--- src/hdl/ctt_defines.svh ---
// Offsets, field positions, reset values and timing figures
`ifndef CTT_DEFINES_SVH
`define CTT_DEFINES_SVH
`define CTT_CTRL_OFS 12'h000
`define CTT_STAT_OFS 12'h004
`define CTT_CTRL_W 14
`define CTT_STAT_W 13
`define CTT_B_REGRST 11
`define CTT_CTRL_RST 14'h025F
`define CTT_PH_OFF 2'h0
`define CTT_PH_PRE 2'h1
`define CTT_PH_FAST 2'h2
`define CTT_PH_DONE 2'h3
`define CTT_CF_TIMER 2'h3
`define CTT_TF_NONE 3'h0
`define CTT_TF_BCOLD 3'h5
`define CTT_TF_BHOT 3'h6
`define CTT_SRC_NONE 3'h0
`define CTT_SRC_OTG 3'h7
`define CTT_PCT_FULL 7'h64
`define CTT_PCT_HALF 7'h32
`define CTT_PCT_FIFTH 7'h14
`define CTT_PCT_ZERO 7'h00
`define CTT_CLK_NS 4
`define CTT_TICK_NS 1000000000
`define CTT_TICK_S 1
`define CTT_INT_US 256
`define CTT_LIM_LOW_S 7200
`define CTT_LIM_LONG_S 57600
`define CTT_LIM_SHORT_S 25200
`define CTT_TOP1_S 900
`define CTT_TOP2_S 1800
`define CTT_TOP3_S 2700
`endif

--- src/hdl/ctt_pkg.sv ---
// Types shared by the charge supervisor
package ctt_pkg;
  typedef enum logic [2:0] {
    S_IDLE = 3'h0,
    S_PRE = 3'h1,
    S_FAST = 3'h3,
    S_TOPOFF = 3'h2,
    S_DONE = 3'h6,
    S_TFAULT = 3'h7
  } ctt_state_t;
  typedef enum logic [2:0] {
    Z_COLD = 3'h0,
    Z_COOL = 3'h1,
    Z_NORM = 3'h3,
    Z_WARM = 3'h2,
    Z_HOT = 3'h6
  } ctt_zone_t;
  typedef struct packed {
    logic [1:0] topoff_select;
    logic reg_reset;
    logic cool_voltage_select;
    logic cool_current_enable;
    logic cool_current_select;
    logic [1:0] warm_current_select;
    logic warm_voltage_select;
    logic half_rate_enable;
    logic safety_timer_length;
    logic timer_enable;
    logic term_enable;
    logic charge_enable_bit;
  } ctt_ctrl_t;
  typedef struct packed {
    logic input_voltage_limit_flag;
    logic input_current_limit_flag;
    logic [2:0] temperature_fault_field;
    logic [2:0] input_source_status;
    logic [1:0] charge_fault_field;
    logic topoff_running_flag;
    logic [1:0] charge_phase_status;
  } ctt_stat_t;
  typedef struct packed {
    logic psel;
    logic penable;
    logic pwrite;
    logic [11:0] paddr;
    logic [31:0] pwdata;
  } ctt_apb_t;
  typedef struct packed {
    logic vbat_above_rechg;
    logic vbat_below_vreg;
    logic vbat_above_prechg;
    logic vbat_above_lowbat;
    logic ichg_below_term;
    logic iin_limit;
    logic vin_limit;
    logic thermal_reg;
    logic supplement;
    logic fault;
    logic ts_above_vt1;
    logic ts_above_vt2;
    logic ts_above_vt3;
    logic ts_above_vt4;
    logic boost_req;
    logic ts_above_bcold;
    logic ts_above_bhot;
    logic [2:0] vbus_source;
  } ctt_meas_t;
  typedef struct packed {
    ctt_state_t state;
    ctt_zone_t zone;
    ctt_ctrl_t ctrl;
    logic [27:0] tick_cnt;
    logic tick_half;
    logic [15:0] safe_cnt;
    logic lowbat_seen;
    logic [11:0] top_cnt;
    logic [1:0] top_lat;
    logic [1:0] chg_fault;
    logic en_q;
    logic int_low;
    logic int_pend;
    logic [15:0] int_cnt;
    logic [6:0] ichg_pct;
    logic vclamp;
    logic boost_on;
    logic [2:0] tfault;
    logic [31:0] rdata;
    logic slverr;
  } ctt_st_t;
endpackage : ctt_pkg

--- src/hdl/ctt_charge_supervisor.sv ---
// Charge termination, temperature zones, safety timer and host pulse
// Notes on behaviour
// - Terminate above recharge level, current below termination
// - Termination shows phase 11 and pulses interrupt
// - Input or thermal limiting holds off termination
// - Termination enable low blocks current termination
// - Nonzero top-off delay postpones termination, keeps CV
// - Top-off counter pauses and slows like safety timer
// - Status bit shows top-off counter running
// - Enable rise, termination rise, register reset clear top-off
// - Top-off setting latched at termination detection
// - Interrupt pulse at top-off start and end
// - Charge only inside T1-T4 window, else zero
// - Warm zone voltage clamp chosen by select bit
// - Warm zone current 0, 20 or 50 percent
// - Cool zone current 50/20 percent or none
// - Cool zone voltage clamp chosen by select bit
// - Boost suspends outside its window, fault field reports
// - Safety expiry stops charge, fault 11, interrupt
// - Limits 2h below low battery, 16h or 7h
// - Half rate under limiting or cool when enabled
// - Safety timer holds on fault, supplement, suspension
// - Restart or enable toggle clears safety timer
// - Input current and voltage limit flags
// - Phase codes 00 off, 01 pre, 10 fast, 11 done
// - Each interrupt is one 256 us low pulse
//
// Local design decisions: the APB slave port and the address map.
`timescale 1ns/1ps
`include "ctt_defines.svh"
`default_nettype none
module ctt_charge_supervisor #(
  parameter int TICK_CYCLES = `CTT_TICK_NS / `CTT_CLK_NS,
  parameter int INT_PULSE_CYCLES = `CTT_INT_US * 1000 / `CTT_CLK_NS,
  parameter int LIM_LOW_TICKS = `CTT_LIM_LOW_S / `CTT_TICK_S,
  parameter int LIM_LONG_TICKS = `CTT_LIM_LONG_S / `CTT_TICK_S,
  parameter int LIM_SHORT_TICKS = `CTT_LIM_SHORT_S / `CTT_TICK_S
) (
  input wire logic CLOCK,
  input wire logic RESETN,
  input wire ctt_pkg::ctt_apb_t APB,
  output logic [31:0] PRDATA,
  output logic PREADY,
  output logic PSLVERR,
  input wire ctt_pkg::ctt_meas_t MEAS,
  input wire logic CHARGE_ENABLE_PIN_N,
  output logic HOST_INTERRUPT_N,
  output logic [6:0] CHARGE_CURRENT_PCT,
  output logic VREG_CLAMP_4V1,
  output logic CV_HOLD,
  output logic BOOST_ON,
  output logic CHARGING
);
  ctt_pkg::ctt_st_t st;
  ctt_pkg::ctt_st_t next_st;
  ctt_pkg::ctt_stat_t stat;
  logic acc;
  logic wr;
  logic reg_rst;
  logic tick;
  logic en;
  logic en_rise;
  logic win;
  logic dpm;
  logic slow;
  logic pause;
  logic adv;
  logic charging;
  logic term_ok;
  logic start_ok;
  logic expire;
  logic ev;
  logic bwin;
  logic [15:0] safe_lim;
  logic [11:0] top_lim;
  logic [11:0] top_lim_w;

  function automatic logic [11:0] top_ticks(input logic [1:0] sel);
    logic [11:0] t;
    t = 12'h000;
    case (sel)
      2'h1: t = 12'(`CTT_TOP1_S / `CTT_TICK_S);
      2'h2: t = 12'(`CTT_TOP2_S / `CTT_TICK_S);
      2'h3: t = 12'(`CTT_TOP3_S / `CTT_TICK_S);
      default: t = 12'h000;
    endcase
    return t;
  endfunction : top_ticks

  // Status word
  always_comb begin
    stat = '0;
    case (st.state)
      ctt_pkg::S_PRE: stat.charge_phase_status = `CTT_PH_PRE;
      ctt_pkg::S_FAST: stat.charge_phase_status = `CTT_PH_FAST;
      ctt_pkg::S_TOPOFF: stat.charge_phase_status = `CTT_PH_FAST;
      ctt_pkg::S_DONE: stat.charge_phase_status = `CTT_PH_DONE;
      default: stat.charge_phase_status = `CTT_PH_OFF;
    endcase
    stat.topoff_running_flag = st.state == ctt_pkg::S_TOPOFF;
    stat.charge_fault_field = st.chg_fault;
    stat.temperature_fault_field = st.tfault;
    if (st.boost_on) begin
      stat.input_source_status = `CTT_SRC_OTG;
    end else if (MEAS.boost_req) begin
      stat.input_source_status = `CTT_SRC_NONE;
    end else begin
      stat.input_source_status = MEAS.vbus_source;
    end
    stat.input_current_limit_flag = MEAS.iin_limit;
    stat.input_voltage_limit_flag = MEAS.vin_limit;
  end

  always_comb begin
    next_st = st;
    acc = APB.psel && APB.penable;
    wr = acc && APB.pwrite && APB.paddr == `CTT_CTRL_OFS;
    reg_rst = wr && APB.pwdata[`CTT_B_REGRST];
    // Register bus
    if (APB.psel && !APB.penable) begin
      next_st.slverr = 1'b0;
      next_st.rdata = 32'h00000000;
      case (APB.paddr)
        `CTT_CTRL_OFS: next_st.rdata = 32'(st.ctrl);
        `CTT_STAT_OFS: next_st.rdata = 32'(stat);
        default: next_st.slverr = 1'b1;
      endcase
    end
    if (reg_rst) begin
      next_st.ctrl = `CTT_CTRL_RST;
    end else if (wr) begin
      next_st.ctrl = APB.pwdata[`CTT_CTRL_W-1:0];
      next_st.ctrl.reg_reset = 1'b0;
    end
    // Prescaler
    tick = st.tick_cnt == 28'(TICK_CYCLES - 1);
    next_st.tick_cnt = tick ? 28'h0000000 : st.tick_cnt + 28'h0000001;
    if (tick) begin
      next_st.tick_half = !st.tick_half;
    end
    // Temperature zone
    if (MEAS.ts_above_vt1) begin
      next_st.zone = ctt_pkg::Z_COLD;
    end else if (MEAS.ts_above_vt2) begin
      next_st.zone = ctt_pkg::Z_COOL;
    end else if (MEAS.ts_above_vt3) begin
      next_st.zone = ctt_pkg::Z_NORM;
    end else if (MEAS.ts_above_vt4) begin
      next_st.zone = ctt_pkg::Z_WARM;
    end else begin
      next_st.zone = ctt_pkg::Z_HOT;
    end
    win = st.zone != ctt_pkg::Z_COLD && st.zone != ctt_pkg::Z_HOT;
    en = st.ctrl.charge_enable_bit && !CHARGE_ENABLE_PIN_N;
    en_rise = en && !st.en_q;
    next_st.en_q = en;
    dpm = MEAS.iin_limit || MEAS.vin_limit || MEAS.thermal_reg;
    slow = st.ctrl.half_rate_enable &&
      (dpm || st.zone == ctt_pkg::Z_COOL);
    pause = MEAS.fault || MEAS.supplement ||
      st.ichg_pct == `CTT_PCT_ZERO;
    adv = tick && !pause && (!slow || st.tick_half);
    charging = st.state == ctt_pkg::S_PRE ||
      st.state == ctt_pkg::S_FAST || st.state == ctt_pkg::S_TOPOFF;
    term_ok = st.ctrl.term_enable && MEAS.vbat_above_rechg &&
      MEAS.ichg_below_term && !dpm;
    start_ok = en && win && !MEAS.fault &&
      MEAS.vbat_below_vreg;
    top_lim_w = top_ticks(st.ctrl.topoff_select);
    top_lim = top_ticks(st.top_lat);
    if (!st.lowbat_seen) begin
      safe_lim = 16'(LIM_LOW_TICKS);
    end else if (st.ctrl.safety_timer_length) begin
      safe_lim = 16'(LIM_LONG_TICKS);
    end else begin
      safe_lim = 16'(LIM_SHORT_TICKS);
    end
    expire = charging && st.ctrl.timer_enable && adv &&
      st.safe_cnt >= safe_lim - 16'h0001;
    ev = 1'b0;
    // Charge sequence
    case (st.state)
      ctt_pkg::S_IDLE: begin
        if (start_ok) begin
          next_st.state = MEAS.vbat_above_prechg ?
            ctt_pkg::S_FAST : ctt_pkg::S_PRE;
          next_st.safe_cnt = 16'h0000;
          next_st.lowbat_seen = 1'b0;
          next_st.chg_fault = 2'h0;
        end
      end
      ctt_pkg::S_PRE: begin
        if (MEAS.vbat_above_prechg) begin
          next_st.state = ctt_pkg::S_FAST;
        end
      end
      ctt_pkg::S_FAST: begin
        if (term_ok && top_lim_w != 12'h000) begin
          next_st.state = ctt_pkg::S_TOPOFF;
          next_st.top_lat = st.ctrl.topoff_select;
          next_st.top_cnt = 12'h000;
          ev = 1'b1;
        end else if (term_ok) begin
          next_st.state = ctt_pkg::S_DONE;
          next_st.top_cnt = 12'h000;
          ev = 1'b1;
        end
      end
      ctt_pkg::S_TOPOFF: begin
        if (adv && st.top_cnt >= top_lim - 12'h001) begin
          next_st.state = ctt_pkg::S_DONE;
          next_st.top_cnt = 12'h000;
          ev = 1'b1;
        end else if (adv) begin
          next_st.top_cnt = st.top_cnt + 12'h001;
        end
      end
      ctt_pkg::S_DONE: begin
        if (!MEAS.vbat_above_rechg) begin
          next_st.state = MEAS.vbat_above_prechg ?
            ctt_pkg::S_FAST : ctt_pkg::S_PRE;
          next_st.safe_cnt = 16'h0000;
          next_st.lowbat_seen = 1'b0;
        end
      end
      ctt_pkg::S_TFAULT: begin
        next_st.state = ctt_pkg::S_TFAULT;
      end
      default: begin
        next_st.state = ctt_pkg::S_IDLE;
      end
    endcase
    // Safety timer
    if (charging && MEAS.vbat_above_lowbat) begin
      next_st.lowbat_seen = 1'b1;
    end
    if (expire) begin
      next_st.state = ctt_pkg::S_TFAULT;
      next_st.chg_fault = `CTT_CF_TIMER;
      ev = 1'b1;
    end else if (charging && st.ctrl.timer_enable && adv) begin
      next_st.safe_cnt = st.safe_cnt + 16'h0001;
    end
    if (!en) begin
      next_st.state = ctt_pkg::S_IDLE;
    end
    if (en_rise || reg_rst) begin
      next_st.top_cnt = 12'h000;
      next_st.safe_cnt = 16'h0000;
    end
    // Charge limits
    next_st.ichg_pct = `CTT_PCT_ZERO;
    next_st.vclamp = 1'b0;
    if (charging && win) begin
      case (st.zone)
        ctt_pkg::Z_COOL: begin
          if (st.ctrl.cool_current_enable) begin
            next_st.ichg_pct = st.ctrl.cool_current_select ?
              `CTT_PCT_FIFTH : `CTT_PCT_HALF;
          end
          next_st.vclamp = st.ctrl.cool_voltage_select;
        end
        ctt_pkg::Z_WARM: begin
          case (st.ctrl.warm_current_select)
            2'h0: next_st.ichg_pct = `CTT_PCT_ZERO;
            2'h1: next_st.ichg_pct = `CTT_PCT_FIFTH;
            default: next_st.ichg_pct = `CTT_PCT_HALF;
          endcase
          next_st.vclamp = !st.ctrl.warm_voltage_select;
        end
        default: begin
          next_st.ichg_pct = `CTT_PCT_FULL;
        end
      endcase
    end
    // Boost temperature window
    bwin = !MEAS.ts_above_bcold && MEAS.ts_above_bhot;
    next_st.boost_on = MEAS.boost_req && bwin;
    if (!MEAS.boost_req || bwin) begin
      next_st.tfault = `CTT_TF_NONE;
    end else if (MEAS.ts_above_bcold) begin
      next_st.tfault = `CTT_TF_BCOLD;
    end else begin
      next_st.tfault = `CTT_TF_BHOT;
    end
    // Host pulse
    if (st.int_low) begin
      next_st.int_pend = st.int_pend || ev;
      if (st.int_cnt == 16'(INT_PULSE_CYCLES - 1)) begin
        next_st.int_low = 1'b0;
      end else begin
        next_st.int_cnt = st.int_cnt + 16'h0001;
      end
    end else if (ev || st.int_pend) begin
      next_st.int_low = 1'b1;
      next_st.int_cnt = 16'h0000;
      next_st.int_pend = 1'b0;
    end
  end

  always_ff @(posedge CLOCK or negedge RESETN) begin
    if (!RESETN) begin
      st <= '0;
      st.ctrl <= `CTT_CTRL_RST;
      st.zone <= ctt_pkg::Z_COLD;
    end else begin
      st <= next_st;
    end
  end

  assign PREADY = acc;
  assign PSLVERR = acc && st.slverr;
  assign PRDATA = st.rdata;
  assign HOST_INTERRUPT_N = !st.int_low;
  assign CHARGE_CURRENT_PCT = st.ichg_pct;
  assign VREG_CLAMP_4V1 = st.vclamp;
  assign CV_HOLD = st.state == ctt_pkg::S_TOPOFF;
  assign BOOST_ON = st.boost_on;
  assign CHARGING = charging;
endmodule : ctt_charge_supervisor
`default_nettype wire

--- config.mk ---
export PLATFORM = sky130hd
export DESIGN_NAME = ctt_charge_supervisor
export DESIGN_NICKNAME = d
export VERILOG_FILES = /design/src/hdl/ctt_pkg.sv /design/src/hdl/ctt_charge_supervisor.sv
export VERILOG_INCLUDE_DIRS = /design/src /design/src/hdl
export SDC_FILE = /design/constraint.sdc
export NUM_CORES = 1
export LEC_CHECK = 0
export ABC_AREA = 0
export BUFFER_PORTS_ARGS = -buffer_cell sky130_fd_sc_hd__clkbuf_2
export CORE_MARGIN = 1.5
export CORE_UTILIZATION = 60
export CTS_CLUSTER_DIAMETER = 120
export DETAILED_ROUTE_END_ITERATION = 10
export PLACE_DENSITY_LB_ADDON = 0.25
export SLEW_MARGIN = 15
export SYNTH_ARGS = -nofsm -noshare
export SYNTH_HDL_FRONTEND = slang
export SYNTH_SLANG_ARGS = --single-unit
export TNS_END_PERCENT = 10
--- constraint.sdc ---
create_clock -name CLOCK -period 6.25 [get_ports CLOCK]
set_input_delay 0.625 -clock CLOCK [delete_from_list [all_inputs] [get_ports CLOCK]]
set_output_delay 0.625 -clock CLOCK [all_outputs]
set_load 0.005 [all_outputs]
==> flow_summary.json, run 1 <==
{
  "fmax_ghz": 0.285,
  "post-route-util_pct": 70.0,
  "initialDrtViolationCount": 372,
  "clock_latency_ns": 0.42,
  "hold_violations": 0,
  "arrival_ns": 3.85,
  "cp-end-kind": "flop",
  "cts_hold_buf": 0,
  "numCtsBuffers": 17,
  "port_buffers": 77,
  "setup_tns_ns": 0,
  "synth_warnings": 0,
  "track_usage_pct": 26.6,
  "path_clk_slew_ns": 0.05,
  "cts.path.max_buffers": 2,
  "fin_nets": 930,
  "grt_pass1_wl_um": 26900,
  "setup_viol": 0,
  "routed_wl_um": 15700,
  "core_area_um2": 11500,
  "die_h_um": 112,
  "report.final.slew_viol_count": 0,
  "drc_errors": 0,
  "synth_top_area_share_pct": 41.2,
  "ff2ff_setup_slack_ns": 2.74,
  "powerDensity_nw_per_um2": 248,
  "rows": 39,
  "synth_area_leader_cell": "dfrtp_1",
  "dieArea_um2": 12500,
  "syn_avg_cell_area_um2": 9.12,
  "pre_cts_ws_ns": 2.76,
  "ant_nets": 0,
  "synth_seq_area_share_pct": 43.8,
  "ys_seq_elements": 124,
  "postCtsSetupBuffers": 0,
  "fin_ws_ns": 2.74,
  "grt_pass1_vias": 5761,
  "required_ns": 6.59,
  "ir_worst_vdd_mv": 0.198,
  "fin_crit_sh_pct": 56.2,
  "start_kind": "flop",
  "drv_cap": 0,
  "netlist_area_um2": 7110,
  "dpl.hpwl_um": 11200,
  "ys_async_sr_fraction_pct": 100,
  "power.leakage_uw": 0.00383,
  "area_growth_syn_to_layout_pct": 12.8,
  "cts-resized-gates": 0,
  "wl_per_cell_um": 15.9,
  "grt_max_degree": 76,
  "synth_flop_cell": "dfrtp_1",
  "antenna_found_initial": 0,
  "gp_congestion": 0.872,
  "synth_edf_count": 0,
  "die_x_um": 112,
  "cts_tree": "built",
  "diodes": 0,
  "synth_area_leaders": "dfrtp_1, ha_1, nand2_1",
  "overflow": 0,
  "cp_max_fo": 19,
  "avgViaCountPerCell": 5.97,
  "timing.rr.end": "st[91]",
  "hold_class": "in2async",
  "fin_crit_ns": 3.51,
  "final_common_cell": "dfrtp_1",
  "drtPass1Iterations": 5,
  "power_uw": 1990,
  "drive_gt1_share_pct": 16.1,
  "cts.sink_count": 124,
  "status": "complete, no violations",
  "synth_cell_type_count": 60,
  "clock-root-buffer": "clkbuf_16",
  "io_pins": 116,
  "critPathKind": "reg2reg",
  "rsz0062_at_grt": "false",
  "synth_cells": 780,
  "htreeDepth": 4,
  "fin_skew_ns": 0.00683,
  "final_cell_mix": "dfrtp_1, nand2_1, nor2_1, clkbuf_2, nand3_1",
  "dr_total_vias": 5890,
  "reg2reg_from": "st[108]",
  "rr_worst_depth": 7,
  "slew_headroom_pct": 34.7,
  "initial_core_util_pct": 62.0,
  "tightest_slew_ns": 0.979
}
-- flip-flops by register name, summed over array words and instances (netlist names) --
signal,count
st,103
PRDATA,14
CHARGE_CURRENT_PCT,5
BOOST_ON,1
VREG_CLAMP_4V1,1
-- kinds of logic after synthesis --
kind of cell    count (synthesis)  synth area share, %
simple gates                  354                 25.5
compound gates                130                 11.9
flops                         124                 43.8
buf+inv                        88                 6.91
xor+xnor                       45                 5.54
fa+ha+maj                      29                 5.10
mux                             9                 1.28
other cells                     1               0.0527
-- cell type report --
cell class / count / area [µm²]
Timing Repair Buffer: 79 / 403
Sequential cell: 124 / 3110
Inverter: 22 / 82.6
Clock buffer: 18 / 429
Multi-Input combinational cell: 587 / 3580
Clock inverter: 14 / 240
Fill cell: 893 / 3440
Tap cell: 143 / 179
-- how the worst max path moves through the flow --
stage / from / endpoint / slack, ns / cells past startpoint
2_1_floorplan: APB[34] / st[83] / 3.28 / 9
3_3_place_gp: st[108] / st[94] / 2.84 / 7
3_5_place_dp: st[108] / st[94] / 2.76 / 7
4_1_cts: st[108] / st[91] / 2.74 / 7
5_1_grt: st[108] / st[94] / 2.54 / 7
6_report: st[108] / st[91] / 2.74 / 7
-- cell usage after synthesis, types with 4 or more instances --
| cell type | instances |
|---|---|
| or3b_2 | 4 |
| nand2b_1 | 9 |
| a21oi_1 | 23 |
| a22oi_1 | 4 |
| or2_2 | 7 |
| inv_1 | 21 |
| xor2_1 | 19 |
| nand3_1 | 38 |
| nor3_1 | 22 |
| or3_1 | 14 |
| o211ai_1 | 5 |
| nand4b_1 | 5 |
| ha_1 | 29 |
| xnor2_1 | 26 |
| nand2_1 | 85 |
| and2_1 | 8 |
| a31oi_1 | 8 |
| nor4_1 | 12 |
| nor3b_1 | 5 |
| buf_4 | 39 |
| nand3b_1 | 5 |
| nor2b_1 | 8 |
| dfstp_2 | 7 |
| o31ai_1 | 18 |
| a21o_1 | 9 |
| o22ai_1 | 15 |
| mux2i_1 | 8 |
| nor2_1 | 79 |
| nand4_1 | 22 |
| and4_1 | 6 |
| and3_1 | 15 |
| clkbuf_1 | 25 |
| o21ai_0 | 30 |
| dfrtp_1 | 117 |
-- through the flow --
| stage | instances | hold slack (ns) | area [µm²] |
|---|---|---|---|
| finish | 987 | 0.216 | 8030 |
| global route | 987 | 0.273 | 8030 |
| CTS | 987 | 0.237 | 8030 |
| detailed placement | 955 | 0.463 | 7360 |
| global placement | 955 | 0.456 | 7360 |
| floorplan | 799 | 0.329 | 7180 |
-- layer usage --
metal	share of wire (%)	track usage [%]
met5	0	0
met4	2.7	12.1
met3	4.9	5.39
met2	49	42.7
met1	44	34.9
-- where the power goes --
group | internal (µW) | leakage, µW | total (µW) | switching [µW]
clock network | 749 | 0.000321 | 1120 | 370
registers | 806 | 0.00158 | 808 | 1.48
logic | 20.3 | 0.00193 | 60.7 | 40.4
-- worst max-delay path: stages (launching register included) --
cell and delay (ns):
dfrtp_1 0.43, or4_4 0.56, nor4_2 0.31, and3_1 0.70, or3b_1 0.56, or2_4 0.30, or4_1 0.42, a21oi_1 0.16
Note: power is estimated with default switching activity, not from simulation.
==> run 2, diff against run 1 <==
CORE_UTILIZATION = 52   (was 60)
clock period = 2.8 ns   (was 6.25 ns; I/O delays follow)
==> flow_summary.json, run 2 (synthesis gave the netlist of run 1 again) <==
{
  "status": "complete, no violations",
  "drv_cap": 0,
  "num-fill-cells": 1058,
  "antenna_found_initial": 0,
  "htreeDepth": 4,
  "wl_per_cell_um": 16.0,
  "drc_errors": 0,
  "fin_nets": 978,
  "setup_viol": 0,
  "initial_core_util_pct": 53.5,
  "hold_class": "in2reg",
  "grt_max_degree": 56,
  "ir_worst_vdd_mv": 0.378,
  "path_clk_slew_ns": 0.05,
  "start_kind": "flop",
  "reg2reg_from": "st[113]",
  "postLayoutCellArea_um2": 8520,
  "fmax_ghz": 0.358,
  "gp_congestion": 0.860,
  "fin_crit_sh_pct": 99.8,
  "overflow": 0,
  "ff2ff_setup_slack_ns": 0.004,
  "hold_violations": 0,
  "dieArea_um2": 14400,
  "avgViaCountPerCell": 5.66,
  "grt_pass1_wl_um": 27800,
  "rows": 42,
  "p_int_uw": 3370,
  "rr_worst_depth": 7,
  "area_growth_syn_to_layout_pct": 19.8,
  "grt_pass1_vias": 5909,
  "core_area_um2": 13300,
  "cts_tree": "built",
  "path_cells": "or4bb_1, nor4_4, and3_4, or3b_4, or2_4, or4_1, a21oi_1",
  "dp.cells": 1027,
  "cp_max_fo": 5,
  "rsz0062_at_grt": "true",
  "ant_nets": 0,
  "critPathSlowestCell": "or4bb_1",
  "diodes": 0,
  "report.final.slew_viol_count": 0,
  "cpPeakStageDelay_ns": 0.54,
  "combinationalPowerShare_pct": 3.4,
  "top_register": "st",
  "slew_headroom_pct": 55.3,
  "numCtsBuffers": 17,
  "largest_reg_flops": 103,
  "switchingPower_uw": 918,
  "whs_endpoint": "st[142]",
  "instances_no_fill": 1068,
  "worstHoldStart": "MEAS[7]",
  "routed_wl_um": 17100,
  "track_usage_pct": 24.2,
  "cts.path.max_buffers": 2,
  "cts.sink_count": 124,
  "die_x_um": 120,
  "critPathKind": "reg2reg",
  "drtPass1Iterations": 5,
  "placed_area_um2": 7710,
  "die_h_um": 120,
  "final_cell_mix": "dfrtp_1, nand2_1, nor2_1, clkbuf_2, buf_4",
  "powerDensity_nw_per_um2": 504,
  "fin_skew_ns": 0.00904,
  "arrival_ns": 3.13,
  "tightest_slew_ns": 0.671,
  "dr_total_vias": 6047,
  "netSwitchingFraction_pct": 21.4,
  "final_common_cell": "dfrtp_1",
  "dpl.hpwl_um": 12200,
  "timing.rr.end": "st[91]",
  "clock-root-buffer": "clkbuf_16",
  "required_ns": 3.14,
  "fin_crit_ns": 2.80,
  "hold-path-cell-count": 2,
  "clock_latency_ns": 0.42,
  "io_pins": 116,
  "initialDrtViolationCount": 474,
  "port_buffers": 77,
  "cp-end-kind": "flop",
  "drive_gt1_share_pct": 22.8,
  "power.leakage_uw": 0.00406,
  "pwr-share-clk_pct": 54.6,
  "seq_power_share_pct": 42.0
}
[run 2: cell types whose count changed in the layout (fill, tap and decap cells not counted), sizes merged]
cell	change
buf	+46
bufinv	-2
dlygate4sd3	+2
clkbuf	+1
clkinv	-1
clkinvlp	+1
inv	+1
[run 2: timing repair]
| action | CTS | global route |
|---|---|---|
| buffers inserted | 0 | 7 |
| gates resized for setup | 2 | 26 |
| hold buffers | 2 | 0 |
| setup endpoints to repair | 9 | 29 |
| pin swaps | 2 | 9 |
| endpoints found under the hold margin | 39 | 0 |
[run 2: power groups by stage]
stage | Sequential [µW] | Combinational [µW] | Clock [µW]
floorplan | 1830 | 69.3 | 0
global placement | 1830 | 141 | 0
detailed placement | 1830 | 145 | 0
CTS | 1800 | 148 | 2370
global route | 1800 | 168 | 2440
finish | 1800 | 147 | 2340
[run 2: area by class of cell]
class / instances / area [µm²] / share of cell area (%)
repair buffers: 127 / 785 / 9.21
flip-flops and latches: 124 / 3110 / 36.5
inverters: 22 / 82.6 / 0.969
well taps: 176 / 220 / 2.58
multi-input cells: 587 / 3690 / 43.3
clock buffers: 19 / 443 / 5.20
clock inverters: 13 / 188 / 2.20
[run 2: how the worst max path moves through the flow]
stage	to	slack, ns	from
floorplan	st[91]	-0.02	st[109]
global placement	st[91]	0.05	st[109]
detailed placement	st[83]	-0.02	st[129]
CTS	st[83]	-0.02	st[108]
global route	st[49]	-0.07	st[67]
finish	st[91]	0.004	st[113]
[run 2: critical path: cells and delay by family (launching register included)]
family           cells  cell delay (ns)
AND/OR/NAND/NOR      6             2.13
flip-flops           1             0.43
AO/OA/AOI/OAI        1             0.15
[run 2: layer usage]
metal | track usage [%] | routed length (µm) | vias up
li1 | - | - | 2925
met1 | 31.3 | 7570 | 2924
met2 | 39.4 | 8460 | 175
met3 | 5.66 | 820 | 23
met4 | 9.00 | 252 | 0
met5 | 0 | 0 | -
[run 2: per-stage QoR]
stage               setup WS (ns)  hold WS [ns]  total power (µW)  util (%)  TNS, ns
floorplan                 -0.0166       -0.0156              1900         -  -0.0300
global placement           0.0535         0.312              1970      58.0        0
detailed placement        -0.0169         0.317              1980      58.0  -0.0169
CTS                       -0.0192        0.0170              4330      62.9  -0.0254
global route              -0.0721        0.0407              4410      64.1   -0.414
finish                    0.00430        0.0317              4290      64.1        0
